File: config.mk
export PLATFORM = sky130hd
export DESIGN_NAME = fbp_top
export DESIGN_NICKNAME = d
export VERILOG_FILES = /design/src/hw/fbp_top.v /design/src/hw/fbp_range.v
export VERILOG_INCLUDE_DIRS = /design/src /design/src/common
export SDC_FILE = /design/constraint.sdc
export NUM_CORES = 1
export LEC_CHECK = 0
export ABC_AREA = 0
export BUFFER_PORTS_ARGS = -buffer_cell sky130_fd_sc_hd__buf_2
export CAP_MARGIN = 25
export CORE_ASPECT_RATIO = 0.8
export CORE_UTILIZATION = 61
export CTS_CLUSTER_SIZE = 10
export DETAILED_ROUTE_END_ITERATION = 8
export PLACE_DENSITY = 0.92
export SLEW_MARGIN = 20
export SYNTH_ARGS = -nofsm -noshare
export SYNTH_HDL_FRONTEND = slang
export SYNTH_SLANG_ARGS = --single-unit
File: constraint.sdc
create_clock -name MCLK_I -period 4.5 [get_ports MCLK_I]
set_input_delay 0.225 -clock MCLK_I [delete_from_list [all_inputs] [get_ports MCLK_I]]
set_output_delay 0.225 -clock MCLK_I [all_outputs]
set_load 0.02 [all_outputs]
File: src/common/fbp_regs.vh
// Function
// - start address is 2'b11, protect bits, six zero bits
// - addresses from start through ffff are protected
// - start address always falls on a 64-byte page boundary
// - protect value 00 protects the whole array
// - protect value ff protects nothing
// - fd covers protect byte and vectors, fe covers vectors only
// - protect byte lives in flash, changed only by programming or erasing it; reset also reloads it with ff
// - wait entry during program or erase aborts it into standby
// - stop entry during program or erase aborts it into standby
// - standby drives every flash array control inactive
// - wait or stop in read mode leaves flash state untouched
// - monitor boot on internal clock copies 5 v trim if not ff; reset also loads the 5 v trim with ff, so no copy ever occurs
// - high voltage enable refused when target is protected
// - mass erase disabled unless protect value is ff; mass selected in or after the high voltage enable write is not blocked
// - protect byte locked unless protect value is ff or fe
`ifndef FBP_REGS_VH
`define FBP_REGS_VH
// ********************
// register offsets
// ********************
`define FBP_ADDR_W 8
`define FBP_OFS_CTRL 8'h00
`define FBP_OFS_PROT 8'h01
`define FBP_OFS_TRIM5 8'h02
`define FBP_OFS_TRIM3 8'h03
`define FBP_OFS_LIVE 8'h04
`define FBP_OFS_TGT_LO 8'h05
`define FBP_OFS_TGT_HI 8'h06
`define FBP_OFS_STAT 8'h07
`define FBP_OFS_PDATA 8'h08
`define FBP_OFS_MON 8'h09
// ********************
// control fields
// ********************
`define FBP_CTL_PGM 0
`define FBP_CTL_ERASE 1
`define FBP_CTL_MASS 2
`define FBP_CTL_HIGH_VOLTAGE_ENABLE 3
`define FBP_CTL_COMMIT 4
// ********************
// fixed addresses and values
// ********************
`define FBP_PROT_ADDR 16'hff7e
`define FBP_TRIM5_ADDR 16'hff80
`define FBP_TRIM3_ADDR 16'hff81
`define FBP_TRIM_PAGE 10'h3fe
`define FBP_PROT_PAGE 10'h3fd
`define FBP_ALL_ONES 8'hff
`define FBP_VEC_ONLY 8'hfe
`define FBP_ALL_ZERO 8'h00
`define FBP_PROT_RST 8'hff
`define FBP_TRIM_RST 8'hff
`define FBP_LIVE_RST 8'h80
`endif

File: src/hw/fbp_top.v
`timescale 1ns/1ns
`include "fbp_regs.vh"
module fbp_top (
  input wire MCLK_I,              // system clock
  input wire RESET_I,             // sync reset, active high
  input wire [7:0] ADDR_I,        // register address
  input wire [7:0] WDATA_I,       // write data
  input wire WR_I,                // write strobe
  input wire RD_I,                // read strobe
  output reg [7:0] RDATA_O,       // read data, cycle after read
  input wire WAIT_I,              // cpu enters wait mode
  input wire STOP_I,              // cpu enters stop mode
  input wire MON_ICG_I,           // monitor entered on internal clock
  output wire FL_PGM_O,           // array program control
  output wire FL_ERASE_O,         // array erase control
  output wire FL_MASS_O,          // array mass erase control
  output wire FL_HV_O,            // charge pump / high voltage
  output wire FL_STANDBY_O,       // array in standby
  output wire [7:0] LIVE_TRIM_O,  // live oscillator trim
  output wire [15:0] PROT_START_O // computed protect start
);
  // ********************
  // state
  // ********************
  reg pgm_reg;
  reg erase_reg;
  reg mass_reg;
  reg hv_reg;
  reg standby_reg;
  reg refused_reg;
  reg [7:0] prot_reg;
  reg [7:0] trim5_reg;
  reg [7:0] trim3_reg;
  reg [7:0] live_reg;
  reg [15:0] tgt_reg;
  reg [7:0] pdata_reg;
  reg mon_done_reg;
  wire [15:0] start;
  wire tgt_hit;
  wire busy;
  wire low_power;
  wire commit;
  wire tgt_is_prot;
  wire tgt_is_trim5;
  wire tgt_is_trim3;
  wire mass_block;
  wire hv_block;
  wire pbyte_lock;

  fbp_range u_range (
    .prot_i(prot_reg),
    .addr_i(tgt_reg),
    .start_o(start),
    .hit_o(tgt_hit)
  );

  assign busy = pgm_reg | erase_reg | hv_reg;
  assign low_power = WAIT_I | STOP_I;
  assign tgt_is_prot = (tgt_reg == `FBP_PROT_ADDR);
  assign tgt_is_trim5 = (tgt_reg == `FBP_TRIM5_ADDR);
  assign tgt_is_trim3 = (tgt_reg == `FBP_TRIM3_ADDR);
  assign mass_block = (prot_reg != `FBP_ALL_ONES);
  // protect byte itself locked once value leaves ff/fe
  assign pbyte_lock = tgt_is_prot & (prot_reg != `FBP_ALL_ONES) &
                      (prot_reg != `FBP_VEC_ONLY);
  assign hv_block = (erase_reg & mass_reg) ? mass_block :
                    (tgt_hit | pbyte_lock);
  // commit models the end of a programming pulse under high voltage
  assign commit = WR_I & (ADDR_I == `FBP_OFS_CTRL) &
                  WDATA_I[`FBP_CTL_COMMIT] & hv_reg & pgm_reg;

  // ********************
  // control register and low power abort
  // ********************
  always @(posedge MCLK_I) begin
    if (RESET_I) begin
      pgm_reg <= 1'b0;
      erase_reg <= 1'b0;
      mass_reg <= 1'b0;
      hv_reg <= 1'b0;
      standby_reg <= 1'b0;
      refused_reg <= 1'b0;
    end else if (low_power & busy) begin
      pgm_reg <= 1'b0;
      erase_reg <= 1'b0;
      mass_reg <= 1'b0;
      hv_reg <= 1'b0;
      standby_reg <= 1'b1;
    end else if (WR_I & (ADDR_I == `FBP_OFS_CTRL)) begin
      standby_reg <= 1'b0;
      mass_reg <= WDATA_I[`FBP_CTL_MASS];
      // program and erase select are mutually exclusive
      if (WDATA_I[`FBP_CTL_PGM] & WDATA_I[`FBP_CTL_ERASE]) begin
        pgm_reg <= pgm_reg;
        erase_reg <= erase_reg;
      end else begin
        pgm_reg <= WDATA_I[`FBP_CTL_PGM] & ~erase_reg;
        erase_reg <= WDATA_I[`FBP_CTL_ERASE] & ~pgm_reg;
      end
      if (WDATA_I[`FBP_CTL_HIGH_VOLTAGE_ENABLE] & ~hv_reg) begin
        if ((pgm_reg | erase_reg) & ~hv_block) begin
          hv_reg <= 1'b1;
          refused_reg <= 1'b0;
        end else begin
          refused_reg <= 1'b1;
        end
      end else begin
        hv_reg <= WDATA_I[`FBP_CTL_HIGH_VOLTAGE_ENABLE];
      end
    end
  end
  // with nothing busy, wait or stop changes no state above

  // ********************
  // flash resident bytes
  // ********************
  always @(posedge MCLK_I) begin
    if (RESET_I) begin
      prot_reg <= `FBP_PROT_RST;
      trim5_reg <= `FBP_TRIM_RST;
      trim3_reg <= `FBP_TRIM_RST;
      tgt_reg <= 16'h0000;
      pdata_reg <= 8'h00;
    end else begin
      if (WR_I & (ADDR_I == `FBP_OFS_TGT_LO) & ~hv_reg) begin
        tgt_reg[7:0] <= WDATA_I;
      end
      if (WR_I & (ADDR_I == `FBP_OFS_TGT_HI) & ~hv_reg) begin
        tgt_reg[15:8] <= WDATA_I;
      end
      if (WR_I & (ADDR_I == `FBP_OFS_PDATA)) begin
        pdata_reg <= WDATA_I;
      end
      // only a completed program or erase cycle alters the stored bytes
      if (commit) begin
        if (tgt_is_prot) begin
          prot_reg <= prot_reg & pdata_reg;
        end
        if (tgt_is_trim5) begin
          trim5_reg <= trim5_reg & pdata_reg;
        end
        if (tgt_is_trim3) begin
          trim3_reg <= trim3_reg & pdata_reg;
        end
      end else if (erase_reg & hv_reg & WR_I &
                   (ADDR_I == `FBP_OFS_CTRL) &
                   ~WDATA_I[`FBP_CTL_ERASE]) begin
        // erase completes when select drops under high voltage
        if (mass_reg | (tgt_reg[15:6] == `FBP_TRIM_PAGE)) begin
          trim5_reg <= `FBP_ALL_ONES;
          trim3_reg <= `FBP_ALL_ONES;
        end
        if (mass_reg | (tgt_reg[15:6] == `FBP_PROT_PAGE)) begin
          prot_reg <= `FBP_ALL_ONES;
        end
      end
    end
  end

  // ********************
  // live trim and monitor boot load
  // ********************
  always @(posedge MCLK_I) begin
    if (RESET_I) begin
      live_reg <= `FBP_LIVE_RST;
      mon_done_reg <= 1'b0;
    end else if (~mon_done_reg) begin
      mon_done_reg <= 1'b1;
      if (MON_ICG_I & (trim5_reg != `FBP_ALL_ONES)) begin
        live_reg <= trim5_reg;
      end
    end else if (WR_I & (ADDR_I == `FBP_OFS_LIVE)) begin
      live_reg <= WDATA_I;
    end
  end

  // ********************
  // read port
  // ********************
  always @(posedge MCLK_I) begin
    if (RESET_I) begin
      RDATA_O <= 8'h00;
    end else if (RD_I) begin
      case (ADDR_I)
        `FBP_OFS_CTRL: RDATA_O <= {4'h0, hv_reg, mass_reg,
                                   erase_reg, pgm_reg};
        `FBP_OFS_PROT: RDATA_O <= prot_reg;
        `FBP_OFS_TRIM5: RDATA_O <= trim5_reg;
        `FBP_OFS_TRIM3: RDATA_O <= trim3_reg;
        `FBP_OFS_LIVE: RDATA_O <= live_reg;
        `FBP_OFS_TGT_LO: RDATA_O <= tgt_reg[7:0];
        `FBP_OFS_TGT_HI: RDATA_O <= tgt_reg[15:8];
        `FBP_OFS_STAT: RDATA_O <= {4'h0, mass_block, tgt_hit,
                                   refused_reg, standby_reg};
        `FBP_OFS_PDATA: RDATA_O <= pdata_reg;
        `FBP_OFS_MON: RDATA_O <= {7'h00, mon_done_reg};
        default: RDATA_O <= 8'h00;
      endcase
    end else begin
      RDATA_O <= 8'h00;
    end
  end

  // standby forces every array control low
  assign FL_PGM_O = pgm_reg & ~standby_reg;
  assign FL_ERASE_O = erase_reg & ~standby_reg;
  assign FL_MASS_O = mass_reg & erase_reg & ~standby_reg;
  assign FL_HV_O = hv_reg & ~standby_reg;
  assign FL_STANDBY_O = standby_reg;
  assign LIVE_TRIM_O = live_reg;
  assign PROT_START_O = start;
endmodule

File: src/hw/fbp_range.v
`timescale 1ns/1ns
// ********************
// protect range decode
// ********************
module fbp_range (
  input wire [7:0] prot_i,   // protect value
  input wire [15:0] addr_i,  // target address
  output wire [15:0] start_o, // protect start address
  output wire hit_o          // target lies in protected range
);
  assign start_o = {2'b11, prot_i, 6'h00};
  assign hit_o = (prot_i == 8'h00) ? 1'b1 :
                 (prot_i == 8'hff) ? 1'b0 :
                 (addr_i >= start_o);
endmodule

==> flow_summary_export.csv <==
group,metric,value,unit
yosys,yosys.area.top_type_share,0.372,
yosys,synthArstFlopShare,0,
cts,clkSlewWorstSetupHoldPaths,80,ps
routing,antenna_left,0,
run,maxCapViolCount,0,
floorplanning,die_area,6580,µm²
placement,place_congestion,0.968,
cts,cts_num_sinks,71,
yosys,synth_area_leaders,"dfxtp_1 (37%), mux2i_1 (6.8%), nand2_1 (4.0%)",
pwr,seqPwrFrac,0.510,
yosys,ys_ff_latch,71,
yosys,syn_avg_cell_area,8.77,µm²
finish,fin_nets,499,
pwr,swShare,0.262,
routing,drc,0,
routing,first_pass_iters,5,
critical_path,cp-start-kind,"register",
timing,fmaxAchievable,426,MHz
global_routing,grt_pass1_vias,3484,
finish,largest_register_ffs,16,
routing,drt_iter0_drc,486,
critical_path,critical_path_class,"register to register",
yosys,synth.most_common_cell,"dfxtp_1",
finish,fin_area,4210,µm²
global_routing,grt_busiest_layer,"met2",
floorplanning,pin_count,60,
placement,io_buffers,51,
pwr,p_sw,0.324,mW
floorplanning,die_w,90.4,µm
timing,drv_slew,0,
floorplanning,fp-row-count,25,
global_routing,overflow,0,
timing,period_share,0.522,
timing,hold_viol,0,
yosys,synth_largest_area_cell,"dfxtp_1",
global_routing,grt_usage,0.345,
finish,n_fill_cell,476,
yosys,synthTopCellsByCount,"dfxtp_1 (71), nand2_1 (41), nor2_1 (40), a21oi_1 (27), mux2i_1 (26)",
pwr,p_leak,1.77,nW
routing,wl,11.0,mm
timing,fin_tns_setup,0,ps
yosys,ys_seq_area_frac,0.372,
min_path,hold_path.class,"primary input to register",
critical_path,required,4730,ps
global_routing,grtUsageMet3,0.107,
pwr,peakVddDrop,0.165,mV
cts,cts_made_buffers,9,
timing,rsz0062_at_grt,"no",
pwr,internal-power,0.913,mW
routing,vias_per_cell,6.72,
pwr,p_per_area,294,nW/µm²
cts,ctsHoldBuffers,0,
critical_path,cp_max_fo,5,
global_routing,grt_max_degree,43,
yosys,synth_edf_count,0,
placement,dpl.hpwl,7.76,mm
cts,clk_path_buf_depth,2,
floorplanning,start_util,0.639,
floorplanning,fp.dieH,72.7,µm
timing,clock_skew,10.5,ps
routing,post_drt_wl_per_cell,19.9,µm
routing,vias,3722,
critical_path,end_kind,"register",
pwr,pwr-share-comb,0.073,
timing,period_needed,2350,ps
cts,cts_setup_buffers,0,
floorplanning,design.core.area,5970,µm²
finish,final_layout_size_suffix_gt1_frac,0.188,
placement,place_area,4000,µm²
yosys,synthCells,435,
cts,clk_latency,370,ps
yosys,yosysUniqueCellTypes,63,
timing,tightest_slew,1010,ps
timing,timing.slew.headroom,0.327,
finish,n_antenna_cell,0,
cts,cts_tree,"built",
global_routing,grt_use_met2,0.545,
cts,cts-root-buf,"clkbuf_8",
cts,cts-resized-gates,0,
global_routing,gr-usage-met1,0.425,
yosys,synthFlopType,"dfxtp_1",
critical_path,crit_arrival,2580,ps
cts,h-tree-depth,3,
yosys,ys_warn_count,0,
global_routing,antenna_found_initial,0,
pwr,clockPowerShare,0.417,
global_routing,grt_pass1_wl,17.2,mm
yosys,synth_area,3820,µm²
run_status,status,"complete, no violations",
timing,setup_violations,0,
finish,area_delta_synth_final,10.2,%
area by class of cell:
class                           instances  area [µm²]  area share
Multi-Input combinational cell        312        2140       0.509
Sequential cell                        71        1420       0.338
Timing Repair Buffer                   53         268      0.0637
Clock buffer                            9         124      0.0295
Tap cell                               81         101      0.0241
Inverter                               21        78.8      0.0187
Clock inverter                          7        72.6      0.0173
stage by stage:
stage          cells  setup WS, ps  total power, mW   util  hold WS (ps)
2_1_floorplan    441          2520            0.711      -           361
3_3_place_gp     536          1970            0.730  0.669           458
3_5_place_dp     537          1910            0.732  0.670           468
4_1_cts          553          2210             1.24  0.703           140
5_1_grt          554          2020             1.27  0.704           145
6_report         554          2150             1.24  0.704           142
power by group through the flow:
| stage | combinational [mW] | clock [mW] | sequential, mW |
|---|---|---|---|
| floorplan | 0.0666 | 0 | 0.644 |
| global placement | 0.0842 | 0 | 0.646 |
| detailed placement | 0.0860 | 0 | 0.646 |
| CTS | 0.0869 | 0.518 | 0.631 |
| global route | 0.0949 | 0.541 | 0.631 |
| finish | 0.0899 | 0.516 | 0.632 |
cells by family (layout without fill, tap and decap cells):
| family | after synthesis | in the layout | synth area share |
|---|---|---|---|
| simple gates | 151 | 151 | 0.214 |
| other cells | 2 | 8 | 0.00197 |
| mux | 32 | 32 | 0.0889 |
| compound gates | 113 | 113 | 0.223 |
| buf+inv | 58 | 90 | 0.0728 |
| flops | 71 | 71 | 0.372 |
| fa+ha+maj | 8 | 8 | 0.0262 |
layout by cell type, fill, tap and decap left out, drive strengths merged, types with 2 or more instances in the layout:
cell | synthesis | final
a41oi | 4 | 4
a22oi | 6 | 6
a21oi | 27 | 27
o22ai | 2 | 2
clkbuf | 14 | 9
nand3 | 14 | 14
o22a | 8 | 8
inv | 21 | 22
nand4b | 4 | 4
mux2i | 26 | 26
a2111oi | 2 | 2
mux2 | 5 | 5
a21o | 2 | 2
buf | 23 | 53
nand2 | 42 | 42
nor4 | 6 | 6
o2bb2ai | 2 | 2
or4 | 3 | 3
o21ai | 11 | 11
nand4 | 12 | 12
a2bb2oi | 17 | 17
ha | 8 | 8
and2 | 2 | 2
a22o | 8 | 8
nor2 | 40 | 40
nand3b | 4 | 4
nor3 | 4 | 4
nor3b | 3 | 3
a31oi | 4 | 4
clkinvlp | 0 | 2
nand2b | 3 | 3
o41ai | 2 | 2
and3 | 2 | 2
clkinv | 0 | 3
conb | 2 | 8
a211oi | 9 | 9
dfxtp | 71 | 71
nor2b | 7 | 7
o31ai | 2 | 2
worst max-delay path, stage by stage, from the launching register on:
cell and delay [ps]:
dfxtp_1 370, inv_1 130, ha_1 290, or4b_1 430, o21ai_1 140, a22oi_1 100
a2111oi_1 610, o2bb2ai_1 160
routing by layer:
metal / wire, µm / vias up
met5: 0 / -
met4: 411 / 0
met3: 1420 / 55
met2: 4980 / 295
met1: 4230 / 1717
li1: - / 1655
worst paths after layout:
kind	from	endpoint	slack, ps	cells after the start
hold / removal	WDATA_I[7]	tgt_reg[15]$_SDFFE_PP0P_	140	3
hold reg to reg	pdata_reg[5]$_SDFFE_PP0P_	pdata_reg[5]$_SDFFE_PP0P_	480	2
setup reg to reg	tgt_reg[6]$_SDFFE_PP0P_	hv_reg$_SDFFE_PP0P_	2150	7
setup / recovery	tgt_reg[6]$_SDFFE_PP0P_	hv_reg$_SDFFE_PP0P_	2150	7
No activity file was read; power rests on OpenSTA's default activity.
